<file path="src/acs_consts.vh">
// constants for the conversion sequencer
`ifndef ACS_CONSTS_VH
`define ACS_CONSTS_VH
// register offsets
`define ACS_OFF_RES_HIGH    8'hD9
`define ACS_OFF_RES_LOW     8'hDA
`define ACS_OFF_CTRL_A      8'hD8
`define ACS_OFF_CTRL_B      8'hDC
`define ACS_OFF_IRQ_REQ     8'hC0
`define ACS_OFF_PIN_IN      8'hE8
// control reg a fields
`define ACS_BIT_EXT_EN      5
`define ACS_BIT_BUSY        4
`define ACS_BIT_CONT        3
`define ACS_MX_HI           2
`define ACS_MX_LO           0
// irq request reg field
`define ACS_BIT_DONE        0
// result layout
`define ACS_RES_W           10
`define ACS_RES_LOW_SHIFT   6
`define ACS_RES_HI_LSB      2
// channel count
`define ACS_NUM_CHAN        8
// timing
`define ACS_MCYC_DIV        8'h0C
`define ACS_MCYC_LAST       8'h0B
`define ACS_SAMPLE_PHASE    8'h09
`define ACS_CONV_MCYC       8'h0A
`endif

</file>
<file path="src/acs_sequencer.v">
// conversion sequencer for a 10-bit eight-channel successive-approximation converter
//
// Chosen here: the strobed register port and the register addresses.
`timescale 1ns/1ns
`include "acs_consts.vh"
module acs_sequencer (
   input  wire        sys_clk_i,    // system clock, 125 MHz
   input  wire        arst_n_i,     // async reset, active low
   input  wire [7:0]  addr_i,       // register address
   input  wire [7:0]  wdata_i,      // write data
   input  wire        wr_i,         // write strobe
   input  wire        rd_i,         // read strobe
   output reg  [7:0]  rdata_o,      // read data, cycle after strobe
   input  wire        ext_start_i,  // external start pin
   input  wire [7:0]  ain_dig_i,    // channel pins as digital inputs
   input  wire [9:0]  sample_i,     // converter core result
   output reg  [7:0]  chan_sel_o,   // one-hot channel mux select
   output reg         sample_o,     // converter core capture pulse
   output wire        done_irq_o    // done flag level
);
   // =====================================================
   // state and decoding
   // =====================================================
   localparam ST_IDLE = 2'b01;
   localparam ST_CONV = 2'b10;

   reg  [1:0]  state_ff;
   reg  [7:0]  div_ff;
   reg  [7:0]  conv_cnt_ff;
   reg         pin_prev_ff;
   reg         ever_conv_ff;
   reg         ext_cont_ff;
   reg         ext_en_ff;
   reg         cont_ff;
   reg  [2:0]  mx_ff;
   reg  [9:0]  res_ff;
   reg         done_ff;
   reg  [7:0]  hold_ff;
   reg  [7:0]  din_ff;
   wire        pin_lvl;
   wire        mcyc_en;
   wire        smp_en;
   wire        wr_low;
   wire        fall;
   wire        finish;
   wire        restart;
   reg         start;
   reg  [7:0]  nxt_hold;
   wire [7:0]  ain_lvl;
   wire        ext_cont_go;
   wire        busy;
   wire        wr_ctrl_a;
   wire        wr_ctrl_b;
   wire        wr_irq;
   genvar      g;

   function [7:0] onehot8;
      input [2:0] idx;
      begin
         onehot8 = 8'h01 << idx;
      end
   endfunction

   function hit;
      input [7:0] a;
      input [7:0] off;
      begin
         hit = (a == off);
      end
   endfunction

   acs_pin_sync u_sync (
      .sys_clk_i (sys_clk_i),
      .arst_n_i  (arst_n_i),
      .pin_i     (ext_start_i),
      .level_o   (pin_lvl)
   );

   // =====================================================
   // channel pin synchronisers
   // =====================================================
   // channel pins are asynchronous too, so each gets the start pin's filter
   generate
      for (g = 0; g < `ACS_NUM_CHAN; g = g + 1) begin : g_ain_sync
         acs_pin_sync u_ain_sync (
            .sys_clk_i (sys_clk_i),
            .arst_n_i  (arst_n_i),
            .pin_i     (ain_dig_i[g]),
            .level_o   (ain_lvl[g])
         );
      end
   endgenerate

   // =====================================================
   // machine cycle divider
   // =====================================================
   always @(posedge sys_clk_i or negedge arst_n_i) begin
      if (!arst_n_i) begin
         div_ff <= 8'h00;
      end else if (div_ff == `ACS_MCYC_LAST) begin
         div_ff <= 8'h00;
      end else begin
         div_ff <= div_ff + 8'h01;
      end
   end
   assign mcyc_en = (div_ff == `ACS_MCYC_LAST);
   assign smp_en  = (div_ff == `ACS_SAMPLE_PHASE); // state5_phase2 sample point

   // =====================================================
   // start logic
   // =====================================================
   assign wr_low  = wr_i && hit(addr_i, `ACS_OFF_RES_LOW);
   assign fall    = smp_en && pin_prev_ff && !pin_lvl;
   assign finish  = (state_ff == ST_CONV) && mcyc_en && (conv_cnt_ff == `ACS_CONV_MCYC - 8'h01);
   // software clearing continuous in the same cycle as finish still restarts once, since restart uses the old cont_ff
   assign restart = finish && cont_ff && (!ext_en_ff || (ext_cont_ff && !pin_lvl));
   // low pin keeps converting, but only after a falling edge or once a conversion has happened since reset
   assign ext_cont_go = ext_en_ff && cont_ff && smp_en && !pin_lvl && (ever_conv_ff || fall);

   always @* begin
      start = 1'b0;
      if (wr_low) begin
         start = 1'b1;
      end else if (ext_en_ff && !cont_ff && fall) begin
         start = 1'b1;
      end else if (ext_cont_go) begin
         start = 1'b1;
      end
   end

   always @(posedge sys_clk_i or negedge arst_n_i) begin
      if (!arst_n_i) begin
         state_ff     <= ST_IDLE;
         conv_cnt_ff  <= 8'h00;
         pin_prev_ff  <= 1'b1;
         ever_conv_ff <= 1'b0;
         ext_cont_ff  <= 1'b0;
         sample_o     <= 1'b0;
         res_ff       <= 10'h000;
      end else begin
         sample_o <= 1'b0;
         if (smp_en) begin
            pin_prev_ff <= pin_lvl;
         end
         if (ext_cont_go) begin
            ext_cont_ff <= 1'b1;
         end else if (pin_lvl) begin
            ext_cont_ff <= 1'b0;
         end
         case (state_ff)
            ST_IDLE: begin
               if (start) begin
                  state_ff    <= ST_CONV;
                  conv_cnt_ff <= 8'h00;
               end
            end
            ST_CONV: begin
               if (mcyc_en) begin
                  conv_cnt_ff <= conv_cnt_ff + 8'h01;
               end
               if (finish) begin
                  sample_o     <= 1'b1;
                  res_ff       <= sample_i;
                  ever_conv_ff <= 1'b1;
                  conv_cnt_ff  <= 8'h00;
                  if (!restart) begin
                     state_ff <= ST_IDLE;
                  end
               end
            end
            default: begin
               state_ff <= ST_IDLE;
            end
         endcase
      end
   end

   // =====================================================
   // register write decode
   // =====================================================
   assign wr_ctrl_a = wr_i && hit(addr_i, `ACS_OFF_CTRL_A);
   assign wr_ctrl_b = wr_i && hit(addr_i, `ACS_OFF_CTRL_B);
   assign wr_irq    = wr_i && hit(addr_i, `ACS_OFF_IRQ_REQ);
   // busy follows the state, so no separate flag can disagree with it
   assign busy      = (state_ff == ST_CONV);

   // =====================================================
   // control fields
   // =====================================================
   always @(posedge sys_clk_i or negedge arst_n_i) begin
      if (!arst_n_i) begin
         ext_en_ff <= 1'b0;
         cont_ff   <= 1'b0;
         mx_ff     <= 3'h0;
      end else begin
         if (wr_ctrl_a) begin
            ext_en_ff <= wdata_i[`ACS_BIT_EXT_EN];
            cont_ff   <= wdata_i[`ACS_BIT_CONT]; // busy bit ignored
            mx_ff     <= wdata_i[`ACS_MX_HI:`ACS_MX_LO];
         end
         // one stored field behind both registers, the later write wins
         if (wr_ctrl_b) begin
            mx_ff <= wdata_i[`ACS_MX_HI:`ACS_MX_LO];
         end
      end
   end

   // =====================================================
   // channel mux and pin snapshot
   // =====================================================
   // select is registered so the mux never sees a decode glitch
   always @(posedge sys_clk_i or negedge arst_n_i) begin
      if (!arst_n_i) begin
         chan_sel_o <= 8'h01;
         din_ff     <= 8'hFF;
      end else begin
         chan_sel_o <= onehot8(mx_ff);
         din_ff     <= ain_lvl;
      end
   end

   // =====================================================
   // done flag
   // =====================================================
   always @(posedge sys_clk_i or negedge arst_n_i) begin
      if (!arst_n_i) begin
         done_ff <= 1'b0;
      end else if (finish) begin
         // set wins over clear, so a completion is never lost to a racing write
         done_ff <= 1'b1;
      end else if (wr_irq) begin
         done_ff <= wdata_i[`ACS_BIT_DONE];
      end
   end

   // =====================================================
   // read data, valid in the cycle after the strobe only
   // =====================================================
   always @* begin
      nxt_hold = 8'h00;
      if (rd_i) begin
         case (addr_i)
            `ACS_OFF_RES_HIGH: begin
               nxt_hold = res_ff[`ACS_RES_W-1:`ACS_RES_HI_LSB];
            end
            // low byte shows only the two lowest result bits, at the top
            `ACS_OFF_RES_LOW: begin
               nxt_hold = {6'h00, res_ff[`ACS_RES_HI_LSB-1:0]} << `ACS_RES_LOW_SHIFT;
            end
            `ACS_OFF_CTRL_A: begin
               nxt_hold = {2'h0, ext_en_ff, busy, cont_ff, mx_ff};
            end
            `ACS_OFF_CTRL_B: begin
               nxt_hold = {5'h00, mx_ff};
            end
            `ACS_OFF_IRQ_REQ: begin
               nxt_hold = {7'h00, done_ff};
            end
            `ACS_OFF_PIN_IN: begin
               nxt_hold = din_ff;
            end
            // unmapped addresses read as zero
            default: begin
               nxt_hold = 8'h00;
            end
         endcase
      end
   end

   // zero outside read cycles, so stale data never lingers on the bus
   always @(posedge sys_clk_i or negedge arst_n_i) begin
      if (!arst_n_i) begin
         hold_ff <= 8'h00;
      end else begin
         hold_ff <= nxt_hold;
      end
   end

   always @* begin
      rdata_o = hold_ff;
   end

   assign done_irq_o = done_ff;
endmodule // acs_sequencer

</file>
<file path="src/acs_pin_sync.v">
// three-stage synchroniser with agreement filter for one pin
`timescale 1ns/1ns
module acs_pin_sync (
   input  wire sys_clk_i,  // system clock
   input  wire arst_n_i,   // async reset, active low
   input  wire pin_i,      // raw pin
   output wire level_o     // filtered level
);
   reg s1_ff;
   reg s2_ff;
   reg s3_ff;
   reg lvl_ff;
   always @(posedge sys_clk_i or negedge arst_n_i) begin
      if (!arst_n_i) begin
         s1_ff  <= 1'b1;
         s2_ff  <= 1'b1;
         s3_ff  <= 1'b1;
         lvl_ff <= 1'b1;
      end else begin
         s1_ff <= pin_i;
         s2_ff <= s1_ff;
         s3_ff <= s2_ff;
         // only first stage is kept away from the filter
         if (s2_ff == s3_ff) begin
            lvl_ff <= s3_ff;
         end
      end
   end
   assign level_o = lvl_ff;
endmodule // acs_pin_sync

</file>
<file path="config.mk">
export PLATFORM = sky130hd
export DESIGN_NAME = acs_sequencer
export DESIGN_NICKNAME = d
export VERILOG_FILES = /design/src/acs_sequencer.v /design/src/acs_pin_sync.v
export VERILOG_INCLUDE_DIRS = /design/src
export SDC_FILE = /design/constraint.sdc
export NUM_CORES = 1
export LEC_CHECK = 0
export ABC_AREA = 1
export BUFFER_PORTS_ARGS = -buffer_cell sky130_fd_sc_hd__buf_2
export CORE_MARGIN = 2
export CORE_UTILIZATION = 45
export CTS_CLUSTER_DIAMETER = 150
export DETAILED_ROUTE_END_ITERATION = 10
export GPL_TIMING_DRIVEN = 0
export PLACE_DENSITY = 0.66
export SLEW_MARGIN = 5
export SYNTH_ARGS = -nofsm -noshare
export SYNTH_HDL_FRONTEND = slang
export SYNTH_SLANG_ARGS = --single-unit
</file>
<file path="constraint.sdc">
create_clock -name sys_clk_i -period 1.9 [get_ports sys_clk_i]
set_input_delay 0.19 -clock sys_clk_i [delete_from_list [all_inputs] [get_ports sys_clk_i]]
set_output_delay 0.19 -clock sys_clk_i [all_outputs]
set_load 0.05 [all_outputs]
</file>
==> impl_metrics.py, run 1 <==
metrics = {
    "run_status": {
        "status": "completed",
    },
    "placement": {
        "port_buffers": 53,
        "post-place-ws_ns": 0.329,
        "detailed_place_hpwl_um": 4880,
        "place_congestion": 0.807,
    },
    "cts": {
        "root_buffer": "clkbuf_8",
        "cts_buffers": 9,
        "cts_tree": "done",
        "post_cts_resized": 0,
        "clockBufferDepth": 2,
        "clkTransAtPathRegs_ns": 0.10,
        "cts_htree_levels": 3,
        "cts.sinks": 98,
        "clock_latency_ns": 0.37,
    },
    "layout": {
        "area_growth_pct": 18.6,
        "final.fill_count": 765,
        "finish.utilization_pct": 54.3,
        "multi_input_area_sq_mm": 0.00118,
        "diodes": 0,
        "fin_nets": 500,
        "drive_gt1_share_pct": 30.7,
        "seqCellArea_sq_mm": 0.00251,
    },
    "sta": {
        "fin_ws_ns": 0.335,
        "hold_viol": 0,
        "period_needed_ns": 1.57,
        "setup_viol": 0,
        "skew_ns": 0.00914,
        "hold_slack_ns": 0.0198,
        "worstMarginPinSlew_ns": 0.431,
        "max_slew_margin_pct": 71.3,
        "drv_slew": 0,
        "fmax_mhz": 639,
        "rsz0062_at_grt": "no",
        "fin_setup_tns_ns": 0,
        "fin_crit_sh_pct": 82.4,
    },
    "routing": {
        "viasPerCell": 4.68,
        "route.vias.total": 2666,
        "drc": 0,
        "drtIter0Drc": 86,
        "antenna_left": 0,
        "drtPass1Iterations": 4,
        "routed_wl_um": 6820,
        "wl_per_cell_um": 12.0,
    },
    "power": {
        "power_mw": 4.07,
        "p_per_area_mw_per_mm2": 872,
        "p_leak_nw": 2.30,
        "ir_drop_v": 0.000347,
    },
    "grt": {
        "use_met1_pct": 22.3,
        "antenna_found_initial": 0,
        "met2_usage_pct": 22.7,
        "grt.busiest_layer": "met2",
        "grt.overflow.total": 0,
        "track_usage_pct": 15.4,
        "grt_max_degree": 68,
        "grt_pass1_vias": 2579,
        "grtUsageMet3_pct": 3.31,
        "grt_pass1_wl_um": 11900,
    },
    "floorplanning": {
        "initial_core_util_pct": 45.8,
        "die_area_sq_mm": 0.00950,
        "die_w_um": 97.5,
        "rows": 34,
        "io_pins": 57,
        "core_area_sq_mm": 0.00859,
        "fp.dieH_um": 97.5,
    },
    "synthesis": {
        "synth_nets": 424,
        "synthFlopType": "dfrtp_1",
        "yosysSeqAreaShare_pct": 63.9,
        "synth.area.top_cells": "dfrtp_1 32%, dfstp_2 31%, nand2_1 7.9%, inv_1 4.9%, nand3_1 4.1%",
        "synth-async-reset-ratio_pct": 100,
        "syn_area_per_cell_sq_um": 10.3,
        "ys_ff_latch": 98,
        "yosysMostFrequentCell": "nand2_1",
        "synth_cells": 381,
        "yosysTopAreaCell": "dfrtp_1",
        "synthDistinctLibCells": 32,
        "synth_edf_count": 0,
        "synth_top_cells_by_count": "83 x nand2_1, 51 x dfrtp_1, 51 x inv_1",
        "synthesis.area_sq_mm": 0.00393,
        "ys_warn_count": 0,
        "netlist.area_leader.share_pct": 32.5,
    },
    "critical_path": {
        "start_kind": "flip-flop",
        "cp_max_fo": 10,
        "path_class": "reg -> reg",
        "crit_arrival_ns": 1.81,
        "cp.required_ns": 2.14,
        "end_kind": "flip-flop",
    },
    "hold_path": {
        "hold_class": "in -> reg",
    },
    "job": {
        "maxCapViolCount": 0,
    },
}
## cells by family (layout without fill, tap and decap cells)
logic type / Yosys count / count (layout) / synth area share, %
buffers and inverters: 59 / 140 / 6.20
AOI/OAI and AO/OA: 24 / 24 / 3.47
adders and majority gates: 13 / 13 / 3.56
and+or+nand+nor: 181 / 181 / 21.6
xor gates and xnor gates: 6 / 6 / 1.34
DFF: 98 / 98 / 63.9
## final timing paths
path                                                      from                             end  slack, ns  cells after the start
min in group asynchronous                             arst_n_i                  conv_cnt_ff[0]       0.30                      2
worst max register to register                       div_ff[0]                       res_ff[7]       0.33                      7
worst min register to register  g_ain_sync[3].u_ain_sync.s1_ff  g_ain_sync[3].u_ain_sync.s2_ff       0.36                      0
worst max-delay path                                 div_ff[0]                       res_ff[7]       0.33                      7
worst min-delay path                               sample_i[4]                       res_ff[4]       0.02                      3
max in group asynchronous                             arst_n_i                       din_ff[7]       0.90                      3
## cell usage in the layout, fill, tap and decap left out, types with 4 or more instances in the layout
| cell type | n |
|---|---|
| inv_2 | 5 |
| buf_2 | 52 |
| dfrtp_1 | 51 |
| nor2_1 | 31 |
| dlygate4sd3_1 | 11 |
| dfstp_2 | 47 |
| nand3_1 | 32 |
| o21ai_0 | 10 |
| maj3_1 | 9 |
| ha_1 | 4 |
| nand2_1 | 83 |
| xor2_1 | 6 |
| clkbuf_8 | 9 |
| inv_1 | 51 |
| nand2_2 | 4 |
| a21oi_1 | 6 |
| nor3_1 | 13 |
## final cells by class
type	instances	area share, %
flip-flops and latches	98	53.9
multi-input cells	224	25.2
repair buffers	65	8.69
inverters	56	4.51
well taps	108	2.90
clock buffers	9	2.66
clock inverters	7	1.42
plain buffers	3	0.724
## per-layer routing
| layer | vias to the layer above | wire (um) |
|---|---|---|
| li1 | 1349 | - |
| met1 | 1253 | 3350 |
| met2 | 52 | 3090 |
| met3 | 12 | 270 |
| met4 | 0 | 109 |
| met5 | - | 0 |
## registers in the layout (all words and copies together) (netlist names), 2 cells and up
register	cells
res_ff	10
chan_sel_o	8
conv_cnt_ff	8
din_ff	8
div_ff	8
g_ain_sync.u_ain_sync.level_o	8
g_ain_sync.u_ain_sync.s1_ff	8
g_ain_sync.u_ain_sync.s2_ff	8
g_ain_sync.u_ain_sync.s3_ff	8
rdata_o	8
mx_ff	3
state_ff	2
## what timing repair did
action | in CTS | in global routing
endpoints found under the hold margin | 32 | 0
hold buffers | 11 | 0
setup buffers | 0 | 0
## where the power goes
part / switching (mW) / total (mW) / internal, mW / leakage, nW
Clock: 0.778 / 1.29 / 0.514 / 0.100
Sequential: 0.0639 / 2.32 / 2.26 / 1.12
Combinational: 0.299 / 0.452 / 0.153 / 1.08
## stage by stage
step	cell area [sq um]	cells
after floorplan	3930	381
after global placement	4330	542
after detailed placement	4360	543
after CTS	4660	570
after global routing	4660	570
final	4660	570
## worst max-delay path: stages (launching register included)
cell and delay [ns]:
dfrtp_1 0.40, ha_1 0.21, nand3_1 0.15, nor2_4 0.20
nand3_2 0.13, inv_2 0.12, buf_6 0.15, o21ai_0 0.09
No activity file was read; power rests on OpenSTA's default activity.
==> run 2, diff against run 1 <==
--- a/config.mk
+++ b/config.mk
@@ -6,14 +6,14 @@
 export SDC_FILE = /design/constraint.sdc
 export NUM_CORES = 1
 export LEC_CHECK = 0
-export ABC_AREA = 1
+export ABC_AREA = 0
 export BUFFER_PORTS_ARGS = -buffer_cell sky130_fd_sc_hd__buf_2
 export CORE_MARGIN = 2
 export CORE_UTILIZATION = 45
 export CTS_CLUSTER_DIAMETER = 150
 export DETAILED_ROUTE_END_ITERATION = 10
 export GPL_TIMING_DRIVEN = 0
-export PLACE_DENSITY = 0.66
+export PLACE_DENSITY = 0.67
 export SLEW_MARGIN = 5
 export SYNTH_ARGS = -nofsm -noshare
 export SYNTH_HDL_FRONTEND = slang
==> constraint.sdc (replaced) <==
create_clock -name sys_clk_i -period 1.45 [get_ports sys_clk_i]
set_input_delay 0.145 -clock sys_clk_i [delete_from_list [all_inputs] [get_ports sys_clk_i]]
set_output_delay 0.145 -clock sys_clk_i [all_outputs]
set_load 0.05 [all_outputs]
==> impl_metrics.py, run 2 <==
metrics = {
    "cts": {
        "cts_tree": "done",
        "cts_buffers": 9,
        "clockBufferDepth": 2,
        "cts.sinks": 98,
        "cts_htree_levels": 3,
        "clkTransAtPathRegs_ns": 0.10,
        "clock_latency_ns": 0.36,
        "root_buffer": "clkbuf_8",
    },
    "layout": {
        "final.fill_count": 639,
        "diodes": 0,
        "finish.utilization_pct": 59.8,
        "top_register": "res_ff",
        "largest_reg_flops": 10,
        "mostFrequentLayoutCells": "52 x buf_2, 48 x dfrtp_1, 47 x dfstp_2",
        "final_common_cell": "buf_2",
        "fin_nets": 413,
        "area_growth_pct": 30.2,
        "drive_gt1_share_pct": 49.6,
    },
    "placement": {
        "detailed_place_hpwl_um": 4800,
        "port_buffers": 53,
        "place_congestion": 0.883,
        "post-place-ws_ns": -0.649,
    },
    "critical_path": {
        "end_kind": "flip-flop",
        "reg2reg_slack_ns": -0.52,
        "worstReg2RegStart": "div_ff[1]",
        "path_cells": "inv_1, ha_1, or3b_4, or4_4, and3_4, o31ai_2",
        "timing.rr.end": "conv_cnt_ff[1]",
        "path_class": "reg -> reg",
        "cp_max_fo": 6,
        "worst_path_largest_cell_delay_ns": 0.58,
        "start_kind": "flip-flop",
        "reg2regPathDepth": 6,
        "cp.required_ns": 1.72,
        "crit_arrival_ns": 2.25,
        "slowest_stage": "or4_4",
    },
    "synthesis": {
        "yosysTopAreaCell": "dfrtp_1",
        "synth-async-reset-ratio_pct": 100,
        "yosysMostFrequentCell": "dfrtp_1",
        "yosysSeqAreaShare_pct": 67.2,
        "synth_cells": 274,
        "syn_area_per_cell_sq_um": 13.6,
        "ys_ff_latch": 98,
        "synth_nets": 317,
        "ys_warn_count": 0,
        "synth_edf_count": 0,
        "netlist.area_leader.share_pct": 34.2,
        "synthFlopType": "dfrtp_1",
        "synthesis.area_sq_mm": 0.00374,
        "synth.area.top_cells": "dfrtp_1 34%, dfstp_2 33%, mux2_2 4.8%, maj3_1 2.4%, nand3_1 2.0%",
        "synthDistinctLibCells": 51,
        "synth_top_cells_by_count": "51 x dfrtp_1, 47 x dfstp_2, 18 x nand2_1",
    },
    "floorplanning": {
        "initial_core_util_pct": 45.9,
        "core_area_sq_mm": 0.00813,
        "die_area_sq_mm": 0.00905,
        "die_w_um": 95.1,
        "rows": 33,
        "fp.dieH_um": 95.1,
        "io_pins": 57,
    },
    "routing": {
        "drc": 0,
        "antenna_left": 0,
        "routed_wl_um": 7590,
        "wl_per_cell_um": 15.8,
        "viasPerCell": 5.30,
        "route.vias.total": 2544,
        "drtIter0Drc": 144,
        "drtPass1Iterations": 4,
    },
    "grt": {
        "grt_pass1_wl_um": 12300,
        "grt_pass1_vias": 2594,
        "track_usage_pct": 18.2,
        "antenna_found_initial": 0,
        "grt.overflow.total": 0,
        "grt_max_degree": 59,
    },
    "sta": {
        "period_needed_ns": 1.97,
        "rsz0062_at_grt": "yes",
        "fmax_mhz": 506,
        "fin_ws_ns": -0.525,
        "skew_ns": 0.0145,
        "setup_viol": 25,
        "max_slew_margin_pct": 61.6,
        "hold_viol": 0,
        "drv_slew": 0,
        "fin_setup_tns_ns": -9.93,
        "worstMarginPinSlew_ns": 0.572,
        "fin_crit_sh_pct": 136,
    },
    "run_status": {
        "failed_checks": "negative setup slack",
        "status": "complete, but fails checks",
    },
    "hold_path": {
        "hold_end": "cont_ff",
        "whs_path_depth": 2,
        "hold_class": "in -> reg",
        "hp-start": "wdata_i[3]",
    },
    "power": {
        "p_per_area_mw_per_mm2": 1020,
        "ir_drop_v": 0.000680,
        "power_mw": 4.98,
        "p_leak_nw": 2.12,
    },
    "job": {
        "maxCapViolCount": 0,
    },
}
run 2: power breakdown:
part	internal, mW	leakage (nW)	switching [mW]	total (mW)
Combinational	0.124	0.848	0.192	0.316
Sequential	2.92	1.18	0.0489	2.96
Clock	0.707	0.0969	0.990	1.70
Total	3.75	2.12	1.23	4.98
run 2: stage by stage:
stage | cell area [sq um] | hold slack (ns) | std cells
2_1_floorplan | 3830 | -0.151 | 274
3_3_place_gp | 4220 | 0.250 | 432
3_5_place_dp | 4250 | 0.161 | 433
4_1_cts | 4840 | 0.00630 | 481
5_1_grt | 4860 | 0.00677 | 480
6_report | 4860 | 0.0232 | 480
run 2: cell families after synthesis:
group	after synthesis	synth area share, %
muxes	17	5.09
AOI/OAI and AO/OA	30	6.16
and+or+nand+nor	97	14.9
adders and majority gates	13	3.75
buffers and inverters	14	1.71
DFF	98	67.2
xor gates and xnor gates	5	1.17
run 2: worst max-delay path by stage:
stage                      from             end  slack [ns]  depth (start not counted)
floorplan           state_ff[0]  conv_cnt_ff[1]       -0.52                          5
global placement      addr_i[5]      rdata_o[3]       -0.65                          5
detailed placement    div_ff[2]  conv_cnt_ff[7]       -0.65                          5
CTS                 state_ff[0]  conv_cnt_ff[1]       -0.53                          4
global route          div_ff[2]     state_ff[1]       -0.62                          5
finish                div_ff[1]  conv_cnt_ff[1]       -0.52                          6
run 2: layer usage:
layer | track usage [%] | share of wire, %
met4 | 8.94 | 2.3
met3 | 2.92 | 2.9
met2 | 31.1 | 52
met5 | 0 | 0
met1 | 22.5 | 43
run 2: area by class of cell:
cell class              instances  area (sq um)  share of cell area (%)
inverters                       7          26.3                   0.540
repair buffers                 87           612                    12.6
plain buffers                   5          22.5                   0.463
flip-flops and latches         98          2510                    51.7
well taps                     105           131                    2.70
multi-input cells             162          1360                    28.0
clock buffers                  10           138                    2.83
clock inverters                 6          56.3                    1.16
run 2: timing repair:
action,CTS,global route
endpoints found under the hold margin,31,0
cloned,1,0
pin swaps,5,8
hold buffers,12,0
setup endpoints to repair,34,31
resized for setup,27,16
buffers inserted,20,4
run 2: worst max-delay path, delay by kind of cell, from the launching register on:
family / cells / cell delay [ns]
AO/OA/AOI/OAI: 1 / 0.16
buffers and inverters: 1 / 0.05
AND/OR/NAND/NOR: 3 / 1.16
adder cells (fa/ha/maj): 1 / 0.13
flip-flops: 1 / 0.39
